File: config.mk
export PLATFORM = sky130hd
export DESIGN_NAME = config_word_reset_options
export DESIGN_NICKNAME = d
export VERILOG_FILES = /design/src/config_word_pkg.sv /design/src/sync_2ff.sv /design/src/config_word_reset_options.sv
export SDC_FILE = /design/constraint.sdc
export NUM_CORES = 1
export LEC_CHECK = 0
export ABC_CLOCK_PERIOD_IN_PS = 5000
export CORE_ASPECT_RATIO = 0.75
export CORE_MARGIN = 2
export CORE_UTILIZATION = 40
export DETAILED_ROUTE_END_ITERATION = 6
export DONT_BUFFER_PORTS = 1
export SLEW_MARGIN = 20
export SYNTH_ARGS = -nofsm -noshare
export SYNTH_HDL_FRONTEND = slang
export SYNTH_HIERARCHICAL = 1
export SYNTH_SLANG_ARGS = --single-unit
File: constraint.sdc
create_clock -name aclk -period 5 [get_ports aclk]
set_clock_uncertainty 0.05 [all_clocks]
set_input_delay 0.25 -clock aclk [delete_from_list [all_inputs] [get_ports aclk]]
set_output_delay 0.25 -clock aclk [all_outputs]
set_load 0.03 [all_outputs]
File: src/config_word_pkg.sv
// shared constants for the configuration word and reset sequencer
package config_word_pkg;

  // ---------------------------------------------------------------
  // clock and timing
  // ---------------------------------------------------------------
  localparam int unsigned CLK_HZ       = 25_000_000;
  localparam int unsigned POWERUP_DELAY_TIMER_MS      = 72;
  localparam int unsigned BOR_MS       = 72;
  localparam int unsigned POWERUP_DELAY_TIMER_CYC     = POWERUP_DELAY_TIMER_MS * (CLK_HZ / 1000);
  localparam int unsigned BOR_CYC      = BOR_MS * (CLK_HZ / 1000);
  localparam int unsigned OST_CYC      = 1024;
  localparam int unsigned WDT_TICKS    = 256;
  localparam int unsigned CNT_W        = 22;
  localparam int unsigned WDT_W        = 16;

  // ---------------------------------------------------------------
  // configuration word
  // ---------------------------------------------------------------
  localparam int unsigned CFG_W        = 14;
  localparam logic [13:0] CFG_ERASED   = 14'h3FFF;
  localparam logic [13:0] CFG_LOC      = 14'h2007;
  localparam logic [13:0] SPACE_LO     = 14'h2000;
  localparam logic [13:0] SPACE_HI     = 14'h3FFF;
  localparam int unsigned OSC_LSB      = 0;
  localparam int unsigned WDT_BIT      = 2;
  localparam int unsigned POWERUP_DELAY_TIMER_BIT     = 3;
  localparam int unsigned CP_LO_LSB    = 4;
  localparam int unsigned BOR_BIT      = 6;
  localparam int unsigned PAR_BIT      = 7;
  localparam int unsigned CP_HI_LSB    = 8;

  typedef enum logic [1:0] {
    low_power_crystal      = 2'h0,
    std_crystal_resonator  = 2'h1,
    high_speed_crystal     = 2'h2,
    resistor_capacitor_osc = 2'h3
  } osc_mode_t;

  // ---------------------------------------------------------------
  // register map (byte addresses)
  // ---------------------------------------------------------------
  localparam logic [7:0] REG_PROG_ADDR = 8'h00;
  localparam logic [7:0] REG_PROG_DATA = 8'h04;
  localparam logic [7:0] REG_STATUS    = 8'h08;
  localparam logic [7:0] REG_IRQ_STAT  = 8'h0C;
  localparam logic [7:0] REG_IRQ_MASK  = 8'h10;
  localparam logic [7:0] REG_CTRL      = 8'h14;

  // status fields
  localparam int unsigned ST_OSC_LSB   = 0;
  localparam int unsigned ST_WDT_BIT   = 4;
  localparam int unsigned ST_POWERUP_DELAY_TIMER_BIT  = 5;
  localparam int unsigned ST_BOR_BIT   = 6;
  localparam int unsigned ST_PAR_BIT   = 7;
  localparam int unsigned ST_PROG_BIT  = 8;
  localparam int unsigned ST_STATE_LSB = 16;

  // control fields (write-one pulses)
  localparam int unsigned CTRL_SLEEP   = 0;
  localparam int unsigned CTRL_WDT_CLR = 1;

  // event bits of irq status and mask
  localparam int unsigned EV_W         = 6;
  localparam int unsigned EV_POR       = 0;
  localparam int unsigned EV_BOR       = 1;
  localparam int unsigned EV_WDT       = 2;
  localparam int unsigned EV_PAR       = 3;
  localparam int unsigned EV_MCLR      = 4;
  localparam int unsigned EV_WAKE      = 5;

  localparam logic [1:0] RESP_OKAY     = 2'h0;
  localparam logic [1:0] RESP_SLVERR   = 2'h2;

endpackage

File: src/sync_2ff.sv
// two flip-flop synchroniser for a group of asynchronous levels
`timescale 1ns/10ps
module sync_2ff #(
  parameter int unsigned W = 1
) (
  input  wire logic         aclk,     // system clock
  input  wire logic         aresetn,  // synchronous reset, active low
  input  wire logic [W-1:0] rst_val,  // constant value held in reset
  input  wire logic [W-1:0] d,        // asynchronous inputs
  output logic      [W-1:0] q         // synchronised outputs
);

  logic [W-1:0] meta_r;
  logic [W-1:0] meta_nxt;
  logic [W-1:0] q_nxt;

  always_comb begin
    meta_nxt = d;
    q_nxt    = meta_r;
  end

  always_ff @(posedge aclk) begin
    if (!aresetn) begin
      meta_r <= rst_val;
      q      <= rst_val;
    end else begin
      meta_r <= meta_nxt;
      q      <= q_nxt;
    end
  end

endmodule

File: src/config_word_reset_options.sv
// configuration word store, option decode and reset/sleep sequencer
//
// Design decisions made here: the AXI4-Lite slave port and the address map.
`timescale 1ns/10ps

module config_word_reset_options #(
  parameter int unsigned POWERUP_DELAY_TIMER_CYCLES = config_word_pkg::POWERUP_DELAY_TIMER_CYC,
  parameter int unsigned BOR_CYCLES  = config_word_pkg::BOR_CYC
) (
  input  wire logic        aclk,           // system clock, 25 MHz
  input  wire logic        aresetn,        // synchronous reset, active low
  input  wire logic        awvalid,        // write address valid
  output logic             awready,        // write address ready
  input  wire logic [7:0]  awaddr,         // write byte address
  input  wire logic [2:0]  awprot,         // write protection, unused
  input  wire logic        wvalid,         // write data valid
  output logic             wready,         // write data ready
  input  wire logic [31:0] wdata,          // write data
  input  wire logic [3:0]  wstrb,          // write byte strobes
  output logic             bvalid,         // write response valid
  input  wire logic        bready,         // write response ready
  output logic [1:0]       bresp,          // write response code
  input  wire logic        arvalid,        // read address valid
  output logic             arready,        // read address ready
  input  wire logic [7:0]  araddr,         // read byte address
  input  wire logic [2:0]  arprot,         // read protection, unused
  output logic             rvalid,         // read data valid
  input  wire logic        rready,         // read data ready
  output logic [31:0]      rdata,          // read data
  output logic [1:0]       rresp,          // read response code
  input  wire logic        por_n,          // power-good pin, low = no power
  input  wire logic        mclr_n,         // external reset pin, active low
  input  wire logic        brownout_det,   // brown-out detector level
  input  wire logic        prog_mode,      // programming mode pin
  input  wire logic        wdt_rc_osc,     // watchdog rc oscillator
  input  wire logic        fetch_valid,    // program word fetched
  input  wire logic [13:0] fetch_word,     // fetched program word
  input  wire logic        fetch_parity,   // stored even-parity bit
  input  wire logic        irq_wake,       // enabled interrupt pending
  output logic             core_reset_n,   // core reset, active low
  output logic             core_sleep,     // core in sleep
  output logic [1:0]       osc_mode_select,       // oscillator mode
  output logic             watchdog_enable_cfg,   // watchdog enabled
  output logic             powerup_delay_enable,  // power-up timer on
  output logic             brownout_reset_enable, // brown-out reset on
  output logic             parity_check_enable,   // parity check on
  output logic [7:0]       code_protect_sel,      // code protect pairs
  output logic             irq                    // interrupt, active high
);

  // ---------------------------------------------------------------
  // types and pin synchronisers
  // ---------------------------------------------------------------
  typedef enum logic [6:0] {
    st_load  = 7'h01,
    st_powerup_delay_timer  = 7'h02,
    st_bor   = 7'h04,
    st_hold  = 7'h08,
    st_ost   = 7'h10,
    st_run   = 7'h20,
    st_sleep = 7'h40
  } rst_state_t;

  logic [4:0] pins_s;
  logic       por_s;
  logic       mclr_s;
  logic       bod_s;
  logic       prog_s;
  logic       rc_s;

  sync_2ff #(.W(5)) pin_sync (
    .aclk    (aclk),
    .aresetn (aresetn),
    .rst_val (5'h02),
    .d       ({wdt_rc_osc, prog_mode, brownout_det, mclr_n, por_n}),
    .q       (pins_s)
  );

  assign por_s  = pins_s[0];
  assign mclr_s = pins_s[1];
  assign bod_s  = pins_s[2];
  assign prog_s = pins_s[3];
  assign rc_s   = pins_s[4];

  // ---------------------------------------------------------------
  // register bus slave
  // ---------------------------------------------------------------
  logic        aw_full_r, aw_full_nxt;
  logic        w_full_r, w_full_nxt;
  logic [7:0]  aw_addr_r, aw_addr_nxt;
  logic [31:0] w_data_r, w_data_nxt;
  logic [3:0]  w_strb_r, w_strb_nxt;
  logic        bvalid_r, bvalid_nxt;
  logic [1:0]  bresp_r, bresp_nxt;
  logic        rvalid_r, rvalid_nxt;
  logic [31:0] rdata_r, rdata_nxt;
  logic [1:0]  rresp_r, rresp_nxt;
  logic        do_write;
  logic [31:0] wmask;
  logic [31:0] wval;

  logic [13:0] cfg_word_r, cfg_word_nxt;
  logic [13:0] prog_addr_r, prog_addr_nxt;
  logic [config_word_pkg::EV_W-1:0] irq_stat_r, irq_stat_nxt;
  logic [config_word_pkg::EV_W-1:0] irq_mask_r, irq_mask_nxt;
  logic [config_word_pkg::EV_W-1:0] events;
  logic        irq_r, irq_nxt;
  logic        sleep_req;
  logic        wdt_clr;
  logic        cfg_ok;
  logic        rd_cfg_ok;
  logic [31:0] status_word;

  rst_state_t  state_r, state_nxt;
  logic [13:0] opt_r, opt_nxt;

  assign awready  = !aw_full_r && !bvalid_r;
  assign wready   = !w_full_r && !bvalid_r;
  assign arready  = !rvalid_r;
  assign bvalid   = bvalid_r;
  assign bresp    = bresp_r;
  assign rvalid   = rvalid_r;
  assign rdata    = rdata_r;
  assign rresp    = rresp_r;
  assign do_write = aw_full_r && w_full_r && !bvalid_r;
  assign wmask    = {{8{w_strb_r[3]}}, {8{w_strb_r[2]}},
                     {8{w_strb_r[1]}}, {8{w_strb_r[0]}}};
  assign wval     = w_data_r & wmask;

  // config space open only in programming mode, inside its range
  assign cfg_ok    = prog_s && (prog_addr_r >= config_word_pkg::SPACE_LO)
                     && (prog_addr_r <= config_word_pkg::SPACE_HI);
  assign rd_cfg_ok = cfg_ok;

  assign status_word = {9'h000, state_r, 7'h00, prog_s,
                        opt_r[config_word_pkg::PAR_BIT],
                        opt_r[config_word_pkg::BOR_BIT],
                        powerup_delay_enable,
                        opt_r[config_word_pkg::WDT_BIT],
                        2'h0, opt_r[1:0]};

  always_comb begin
    aw_full_nxt   = aw_full_r;
    aw_addr_nxt   = aw_addr_r;
    w_full_nxt    = w_full_r;
    w_data_nxt    = w_data_r;
    w_strb_nxt    = w_strb_r;
    bvalid_nxt    = bvalid_r;
    bresp_nxt     = bresp_r;
    cfg_word_nxt  = cfg_word_r;
    prog_addr_nxt = prog_addr_r;
    irq_mask_nxt  = irq_mask_r;
    sleep_req     = 1'b0;
    wdt_clr       = 1'b0;
    irq_stat_nxt  = irq_stat_r;
    if (awvalid && awready) begin
      aw_full_nxt = 1'b1;
      aw_addr_nxt = awaddr;
    end
    if (wvalid && wready) begin
      w_full_nxt = 1'b1;
      w_data_nxt = wdata;
      w_strb_nxt = wstrb;
    end
    if (bvalid_r && bready) begin
      bvalid_nxt = 1'b0;
    end
    if (do_write) begin
      aw_full_nxt = 1'b0;
      w_full_nxt  = 1'b0;
      bvalid_nxt  = 1'b1;
      bresp_nxt   = config_word_pkg::RESP_OKAY;
      case (aw_addr_r)
        config_word_pkg::REG_PROG_ADDR: begin
          prog_addr_nxt = (prog_addr_r & ~wmask[13:0]) | wval[13:0];
        end
        config_word_pkg::REG_PROG_DATA: begin
          if (!cfg_ok) begin
            bresp_nxt = config_word_pkg::RESP_SLVERR;
          end else if (prog_addr_r == config_word_pkg::CFG_LOC) begin
            // programming only clears bits; unstrobed lanes stay
            cfg_word_nxt = cfg_word_r
                           & (wval[13:0] | ~wmask[13:0]);
          end
        end
        config_word_pkg::REG_STATUS: begin
        end
        config_word_pkg::REG_IRQ_STAT: begin
          irq_stat_nxt = irq_stat_r
                         & ~wval[config_word_pkg::EV_W-1:0];
        end
        config_word_pkg::REG_IRQ_MASK: begin
          irq_mask_nxt = (irq_mask_r & ~wmask[config_word_pkg::EV_W-1:0])
                         | wval[config_word_pkg::EV_W-1:0];
        end
        config_word_pkg::REG_CTRL: begin
          sleep_req = wval[config_word_pkg::CTRL_SLEEP];
          wdt_clr   = wval[config_word_pkg::CTRL_WDT_CLR];
        end
        default: begin
          bresp_nxt = config_word_pkg::RESP_SLVERR;
        end
      endcase
    end
    // a new event wins over a clear in the same cycle
    irq_stat_nxt = irq_stat_nxt | events;
    irq_nxt      = |(irq_stat_nxt & irq_mask_nxt);
  end

  always_comb begin
    rvalid_nxt = rvalid_r;
    rdata_nxt  = rdata_r;
    rresp_nxt  = rresp_r;
    if (rvalid_r && rready) begin
      rvalid_nxt = 1'b0;
    end
    if (arvalid && arready) begin
      rvalid_nxt = 1'b1;
      rdata_nxt  = 32'h0000_0000;
      rresp_nxt  = config_word_pkg::RESP_OKAY;
      case (araddr)
        config_word_pkg::REG_PROG_ADDR: begin
          rdata_nxt = {18'h00000, prog_addr_r};
        end
        config_word_pkg::REG_PROG_DATA: begin
          if (!rd_cfg_ok) begin
            rresp_nxt = config_word_pkg::RESP_SLVERR;
          end else if (prog_addr_r == config_word_pkg::CFG_LOC) begin
            rdata_nxt = {18'h00000, cfg_word_r};
          end else begin
            rdata_nxt = {18'h00000, config_word_pkg::CFG_ERASED};
          end
        end
        config_word_pkg::REG_STATUS: begin
          rdata_nxt = status_word;
        end
        config_word_pkg::REG_IRQ_STAT: begin
          rdata_nxt = {26'h0000000, irq_stat_r};
        end
        config_word_pkg::REG_IRQ_MASK: begin
          rdata_nxt = {26'h0000000, irq_mask_r};
        end
        config_word_pkg::REG_CTRL: begin
        end
        default: begin
          rresp_nxt = config_word_pkg::RESP_SLVERR;
        end
      endcase
    end
  end

  // ---------------------------------------------------------------
  // watchdog on its own rc oscillator
  // ---------------------------------------------------------------
  logic                                rc_d_r, rc_d_nxt;
  logic                                rc_tick;
  logic [config_word_pkg::WDT_W-1:0]   wdt_cnt_r, wdt_cnt_nxt;
  logic                                wdt_run;
  logic                                wdt_to;

  assign rc_tick = rc_s && !rc_d_r;
  assign wdt_run = opt_r[config_word_pkg::WDT_BIT]
                   && (state_r == st_run || state_r == st_sleep);
  assign wdt_to  = wdt_run && rc_tick && (wdt_cnt_r ==
                   config_word_pkg::WDT_W'(config_word_pkg::WDT_TICKS - 1));

  always_comb begin
    rc_d_nxt    = rc_s;
    wdt_cnt_nxt = wdt_cnt_r;
    if (!wdt_run || wdt_clr || wdt_to) begin
      wdt_cnt_nxt = '0;
    end else if (rc_tick) begin
      wdt_cnt_nxt = wdt_cnt_r + 1'b1;
    end
  end

  // ---------------------------------------------------------------
  // reset and sleep sequencer
  // ---------------------------------------------------------------
  logic [config_word_pkg::CNT_W-1:0] cnt_r, cnt_nxt;
  logic                              crystal;
  logic                              powerup_delay_timer_on;
  logic                              par_err;
  logic                              rst_n_nxt;
  rst_state_t                        after_rst;

  assign crystal  = opt_r[1:0] != config_word_pkg::resistor_capacitor_osc;
  assign powerup_delay_timer_on  = !cfg_word_r[config_word_pkg::POWERUP_DELAY_TIMER_BIT]
                    || cfg_word_r[config_word_pkg::BOR_BIT];
  assign after_rst = crystal ? st_ost : st_run;
  assign par_err  = fetch_valid && opt_r[config_word_pkg::PAR_BIT]
                    && (^{fetch_word, fetch_parity});

  always_comb begin
    state_nxt = state_r;
    cnt_nxt   = '0;
    opt_nxt   = opt_r;
    events    = '0;
    if (!por_s) begin
      state_nxt = st_load;
    end else if (opt_r[config_word_pkg::BOR_BIT] && bod_s) begin
      if (state_r != st_bor) begin
        events[config_word_pkg::EV_BOR] = 1'b1;
      end
      state_nxt = st_bor;
    end else if (!mclr_s || prog_s) begin
      if (!mclr_s && state_r != st_hold) begin
        events[config_word_pkg::EV_MCLR] = 1'b1;
      end
      state_nxt = st_hold;
    end else begin
      case (state_r)
        st_load: begin
          opt_nxt = cfg_word_r;
          events[config_word_pkg::EV_POR] = 1'b1;
          if (powerup_delay_timer_on) begin
            state_nxt = st_powerup_delay_timer;
          end else begin
            state_nxt = (opt_nxt[1:0] !=
                         config_word_pkg::resistor_capacitor_osc)
                        ? st_ost : st_run;
          end
        end
        st_powerup_delay_timer: begin
          cnt_nxt = cnt_r + 1'b1;
          if (cnt_r == config_word_pkg::CNT_W'(POWERUP_DELAY_TIMER_CYCLES - 1)) begin
            state_nxt = after_rst;
          end
        end
        st_bor: begin
          cnt_nxt = cnt_r + 1'b1;
          if (cnt_r == config_word_pkg::CNT_W'(BOR_CYCLES - 1)) begin
            state_nxt = after_rst;
          end
        end
        st_hold: begin
          state_nxt = after_rst;
        end
        st_ost: begin
          cnt_nxt = cnt_r + 1'b1;
          if (cnt_r ==
              config_word_pkg::CNT_W'(config_word_pkg::OST_CYC - 1)) begin
            state_nxt = st_run;
          end
        end
        st_run: begin
          if (wdt_to) begin
            events[config_word_pkg::EV_WDT] = 1'b1;
            state_nxt = st_hold;
          end else if (par_err) begin
            events[config_word_pkg::EV_PAR] = 1'b1;
            state_nxt = st_hold;
          end else if (sleep_req) begin
            state_nxt = st_sleep;
          end
        end
        st_sleep: begin
          if (wdt_to || irq_wake) begin
            events[config_word_pkg::EV_WAKE] = 1'b1;
            state_nxt = after_rst;
          end
        end
        default: begin
          state_nxt = st_load;
        end
      endcase
    end
    rst_n_nxt = (state_nxt == st_run) || (state_nxt == st_sleep);
  end

  // ---------------------------------------------------------------
  // state registers
  // ---------------------------------------------------------------
  logic rst_n_r;
  logic sleep_r;

  always_ff @(posedge aclk) begin
    if (!aresetn) begin
      aw_full_r   <= 1'b0;
      aw_addr_r   <= 8'h00;
      w_full_r    <= 1'b0;
      w_data_r    <= 32'h0000_0000;
      w_strb_r    <= 4'h0;
      bvalid_r    <= 1'b0;
      bresp_r     <= 2'h0;
      rvalid_r    <= 1'b0;
      rdata_r     <= 32'h0000_0000;
      rresp_r     <= 2'h0;
      cfg_word_r  <= config_word_pkg::CFG_ERASED;
      prog_addr_r <= config_word_pkg::CFG_LOC;
      irq_stat_r  <= '0;
      irq_mask_r  <= '0;
      irq_r       <= 1'b0;
      rc_d_r      <= 1'b0;
      wdt_cnt_r   <= '0;
      state_r     <= st_load;
      cnt_r       <= '0;
      opt_r       <= config_word_pkg::CFG_ERASED;
      rst_n_r     <= 1'b0;
      sleep_r     <= 1'b0;
    end else begin
      aw_full_r   <= aw_full_nxt;
      aw_addr_r   <= aw_addr_nxt;
      w_full_r    <= w_full_nxt;
      w_data_r    <= w_data_nxt;
      w_strb_r    <= w_strb_nxt;
      bvalid_r    <= bvalid_nxt;
      bresp_r     <= bresp_nxt;
      rvalid_r    <= rvalid_nxt;
      rdata_r     <= rdata_nxt;
      rresp_r     <= rresp_nxt;
      cfg_word_r  <= cfg_word_nxt;
      prog_addr_r <= prog_addr_nxt;
      irq_stat_r  <= irq_stat_nxt;
      irq_mask_r  <= irq_mask_nxt;
      irq_r       <= irq_nxt;
      rc_d_r      <= rc_d_nxt;
      wdt_cnt_r   <= wdt_cnt_nxt;
      state_r     <= state_nxt;
      cnt_r       <= cnt_nxt;
      opt_r       <= opt_nxt;
      rst_n_r     <= rst_n_nxt;
      sleep_r     <= state_nxt == st_sleep;
    end
  end

  // ---------------------------------------------------------------
  // outputs
  // ---------------------------------------------------------------
  assign core_reset_n          = rst_n_r;
  assign core_sleep            = sleep_r;
  assign irq                   = irq_r;
  assign osc_mode_select       = opt_r[1:0];
  assign watchdog_enable_cfg   = opt_r[config_word_pkg::WDT_BIT];
  assign powerup_delay_enable  = !opt_r[config_word_pkg::POWERUP_DELAY_TIMER_BIT]
                                 || opt_r[config_word_pkg::BOR_BIT];
  assign brownout_reset_enable = opt_r[config_word_pkg::BOR_BIT];
  assign parity_check_enable   = opt_r[config_word_pkg::PAR_BIT];
  assign code_protect_sel      = {opt_r[13:8], opt_r[5:4]};

endmodule

# [Word level (Yosys, flattened, before mapping)]
# Index checks and enable logic that the tools add are counted.
[classes] add_sub_neg=2 n_lt_le_gt_ge=2 eq_ne=27 n_mux=48 bitwise=18 reduce_logical=52
[op_table] cell="23-bit one-hot mux with 5 select lines" count=1
[op_table] cell="7-bit 2-to-1 mux" count=9
[op_table] cell="6-bit 2-to-1 mux" count=8
[op_table] cell="14-bit bitwise AND" count=3
[op_table] cell="7-bit one-hot mux with 6 select lines" count=1
[op_table] cell="8-bit by 4-bit == test with 1-bit output (second input constant)" count=4
[op_table] cell="8-bit by 5-bit == test with 1-bit output (second input constant)" count=4
[op_table] cell="14-bit 2-to-1 mux" count=2
[op_table] cell="14-bit bitwise OR" count=2
[op_table] cell="22-bit by 1-bit adder with 22-bit output (second input constant)" count=1
[op_table] cell="22-bit by 10-bit == test with 1-bit output (second input constant)" count=1
[op_table] cell="22-bit by 21-bit == test with 1-bit output (second input constant)" count=1
[op_table] cell="1-bit 2-to-1 mux" count=21
[op_table] cell="1-bit logical AND" count=19
[op_table] cell="6-bit bitwise AND" count=3
[op_table] cell="16-bit by 1-bit adder with 16-bit output (second input constant)" count=1
[op_table] cell="16-bit by 8-bit == test with 1-bit output (second input constant)" count=1
[op_table] cell="8-bit by 3-bit == test with 1-bit output (second input constant)" count=2
[op_table] cell="8-bit zero test" count=2
[op_table] cell="5-bit OR reduction" count=3
[op_table] cell="15-bit XOR reduction" count=1
[op_table] cell="14-bit == test (second input constant)" count=1
[op_table] cell="7-bit by 6-bit == test with 1-bit output (second input constant)" count=2
[op_table] cell="7-bit == test (second input constant)" count=2
[op_table] cell="25 further kinds" count=54
[totals] regBits=177 in_bits=87 output_inout_bits=58 word_cells=173

# [Longest topological paths before layout]
[depth] depth_word=14 mapped_depth=9 mapped_depth_nobuf=8

# [By module]
# Netlist, hierarchy kept.
[by_module_without_submodules] mod="config_word_reset_options" n_inst=1 cells_per_inst=843 area_per_inst_um2=7091.8 seq_area_each_um2=3083.0
[by_module_without_submodules] mod="sync_2ff" n_inst=1 cells_per_inst=21 area_per_inst_um2=361.6 seq_area_each_um2=200.2

# [Worst setup path before layout]
# Ideal clock, no wire load.
[synth_timing] path_type="register to register" startpoint="register bvalid_r, in the netlist bvalid" endpoint="register irq_r, in the netlist irq" setup_ns=0.120 t_arrival_ns=1.902 required_time_ns=4.830 path_slack_ns=2.928 path_stages_with_launch=8 n_path_buf=0 synth_period_minus_slack_ns=2.072 cell_sequence="dfxtp_1 and3b_1 and3_1 nand3_2 mux2i_1 o21bai_1 o221ai_1 o31a_1"
[synth_between] elab_chain_cells=6 word_cells_on_any_way=7 classes_between="mux: 2; bitwise: 2; reduce/logical: 3"
[synth_lines] element="from (decl)" line_no="config_word_reset_options.sv:93" source="logic bvalid_r, bvalid_nxt;"
[synth_lines] element="from (signal assigned)" line_no="config_word_reset_options.sv:407" source="bvalid_r <= bvalid_nxt;"
[synth_lines] element="1-bit zero test (*)" line_no="config_word_reset_options.sv:125" source="assign do_write = aw_full_r && w_full_r && !bvalid_r;"
[synth_lines] element="1-bit logical AND (*)" line_no="config_word_reset_options.sv:125"
[synth_lines] element="6-bit 2-to-1 mux" line_no="config_word_reset_options.sv:168" source="if (do_write) begin"
[synth_lines] element="6-bit bitwise OR" line_no="config_word_reset_options.sv:206" source="irq_stat_nxt = irq_stat_nxt | events;"
[synth_lines] element="6-bit bitwise AND (*)" line_no="config_word_reset_options.sv:207" source="irq_nxt = |(irq_stat_nxt & irq_mask_nxt);"
[synth_lines] element="6-bit OR reduction (*)" line_no="config_word_reset_options.sv:207"
[synth_lines] element="to (signal assigned)" line_no="config_word_reset_options.sv:416" source="irq_r <= irq_nxt;"
[synth_lines] element="to (decl)" line_no="config_word_reset_options.sv:107" source="logic irq_r, irq_nxt;"
# Every way passes the cells marked *; elsewhere a longest branch is shown, timed or not.
# A chain may end at the register's enable or synchronous reset.

==> flow_summary.toml <==
[pwr]
p_leak_nw = 3.16
powerDensity_mw_per_mm2 = 349
seq_power_share_pct = 47.3
combPwrFrac_pct = 7.8
swShare_pct = 25.8
power_switching_mw = 0.763
p_clk_share_pct = 44.9
ir_worst_vdd_mv = 0.206
p_int_mw = 2.19

[placement]
place_ws_ns = 2.47
place.gp.congestion = 0.861
port_buffers = 0
placed_cells = 1070
place_hpwl_um = 12800

[timing]
maxSlewHeadroom_pct = 31.4
fin_crit_sh_pct = 51.6
rsz0062_at_grt = "false"
finalCriticalPeriod_ns = 2.58
final-hold-violation-count = 0
tns_ns = 0
maxSlewViolCount = 0
finalSetupViolations = 0
tightest_slew_ns = 1.02
max_freq_mhz = 388
fin_ws_ns = 2.42
holdWs_ns = 0.0623

[route]
vias = 5945
drt-total-wl_um = 18400
firstDrtPassIters = 5
drtIter0Drc = 519
ant_nets = 0
viasPerCell = 5.23
post-route-drc-count = 0
drt-wirelength-per-cell_um = 16.2

[worst_setup_path]
crit_family = "simple AND/OR/NAND/NOR gates"
cp_slowest_cell = "or4_1"
startpoint_type = "flip-flop"
crit_fanout = 16
path_buf_inv = 0
worstPathRequired_ns = 5.25
cp_slowest_stage_delay_ns = 0.83
r2r_slack_ns = 2.42
critPathCaptureType = "flip-flop"
critPathKind = "flip-flop to flip-flop"
arrival_ns = 2.83
cp_cell_sequence = "nand4b_1, nor3_1, nand3_1, or4_1, o21ai_0, nand2_1"

[run]
max-cap-violations = 0

[finish]
fillers = 1828
final_core_util_pct = 46.1
nets = 967
drive_above_1_share_pct = 6.85
final_cells = 1137
diodes = 0
syn_to_final_growth_pct = 13.7

[synth]
synth_top_area_cell = "dfxtp_1"
async_reset_ff_share_pct = 0
postSynthCellCount = 864
synth_top_flop_cell = "dfxtp_1"
synth-seq-area-share_pct = 44.0
yosys-top-cells-count = "nand2_1 (165), dfxtp_1 (164), nor2_1 (68)"
syn-cell-area_mm2 = 0.00745
synth.avg_cell_area_um2 = 8.63
yosysUniqueCellTypes = 69
ys_warn_count = 6
synth-seq-cells = 164
synthTopCellsByArea = "dfxtp_1 (44%), nand2_1 (8.3%), nor2_1 (3.4%)"
synth_top_area_share_pct = 44.0
synth_most_common_cell = "nand2_1"
synth_edf_count = 0

[clocking]
htreeDepth = 4
cts.sinks = 164
clkTransAtPathRegs_ns = 0.07
clkLatencyLatePin_ns = 0.42
ctsResizeCount = 0
clk_path_buf_depth = 2
cts_buffers = 17
cts_tree = "done"
cts-root-buf = "clkbuf_16"

[global_routing]
grt_pass1_wl_um = 29600
globalRouteOverflowTotal = 0
grt_antenna_before_repair = 0
grt_pass1_vias = 5465
grt_max_degree = 121
gr-usage-all-layers_pct = 19.1

[floorplanning]
num_rows = 43
dieArea_mm2 = 0.0198
die_y_um = 122
io_pins = 145
core-area_mm2 = 0.0184
start_util_pct = 40.5
chipWidth_um = 162

[hold_path]
hp-class = "input port to flip-flop"

[status]
status = "complete, no violations"
==> layout make-up <==
class | count | area, µm² | share of cell area [%]
sequential | 164 | 3280 | 38.7
multi-input combinational | 650 | 3880 | 45.7
inverter | 9 | 33.8 | 0.399
timing repair buffer | 36 | 378 | 4.46
clock buffer | 17 | 425 | 5.02
clock inverter | 14 | 169 | 1.99
tap | 247 | 309 | 3.65
==> sequential cells by signal, summed over array words and instances, names as in the netlist, 2 cells and up, named ones only <==
| signal | flops |
|---|---|
| cnt_r | 22 |
| rdata | 21 |
| wdt_cnt_r | 16 |
| cfg_word_r | 14 |
| opt_r | 14 |
| w_data_r | 14 |
| aw_addr_r | 8 |
| state_r | 7 |
| irq_mask_r | 6 |
| irq_stat_r | 6 |
| pin_sync/meta_r | 5 |
| pin_sync/q | 5 |
| w_strb_r | 2 |
==> cell usage in the layout (no fill, tap or decap), types with 17 or more instances in the layout <==
cell type,n
o21ai_1,19
xor2_1,22
clkbuf_16,17
o21ai_0,24
nor2_1,68
a21boi_0,33
nand3_1,34
nand2_1,165
nor2b_1,37
xnor2_1,22
a21oi_1,27
dfxtp_1,164
dlygate4sd3_1,35
conb_1,23
==> per-stage QoR <==
stage,area [µm²],total power [mW]
CTS,8470,2.98
detailed placement,7500,1.62
global route,8480,3.07
global placement,7500,1.61
floorplan,7530,1.60
finish,8480,2.96
==> final timing paths <==
path	startpoint	to	depth (start not counted)
hold / removal	araddr[2]	rdata[17]	3
hold reg to reg	pin_sync/meta_r[0]	pin_sync/q[0]	1
setup reg to reg	flip-flop	cfg_word_r[2]	6
setup / recovery	flip-flop	cfg_word_r[2]	6
==> logic make-up (layout without fill, tap and decap cells) <==
group / count (synthesis) / count (layout) / share of synthesized area (%)
flip-flops: 164 / 164 / 44.0
adder cells (fa/ha/maj): 2 / 2 / 0.336
XOR/XNOR: 47 / 47 / 6.08
AND/OR/NAND/NOR: 390 / 390 / 25.7
AO/OA/AOI/OAI: 162 / 162 / 14.5
other: 2 / 23 / 0.101
multiplexers: 26 / 26 / 4.20
buffers and inverters: 71 / 76 / 5.07
==> power groups by stage <==
stage | logic [mW] | clock network (mW) | registers, mW
after detailed placement | 0.189 | 0 | 1.43
after global placement | 0.186 | 0 | 1.43
final | 0.232 | 1.33 | 1.40
after CTS | 0.230 | 1.36 | 1.40
after global routing | 0.256 | 1.41 | 1.40
after floorplan | 0.194 | 0 | 1.40
==> routing by layer <==
layer	up-vias	share of wire [%]	GRT usage (%)
met2	209	39	26.5
met4	0	0.49	3.98
li1	2963	-	-
met1	2768	52	29.2
met5	-	0	0
met3	5	7.6	5.47
==> worst reg2reg max path, cell delays in order, from the launching register on <==
cell and delay, ns:
dfxtp_1 0.42, nand4b_1 0.12, nor3_1 0.19, nand3_1 0.56, or4_1 0.84, o21ai_0 0.22
nand2_1 0.06
==> timing repair <==
item | 4_1_cts | 5_1_grt
buffers inserted | 0 | 0
hold buffers | 36 | 0
hold endpoints to repair | 120 | 0
(Power assumes the default switching activity.)
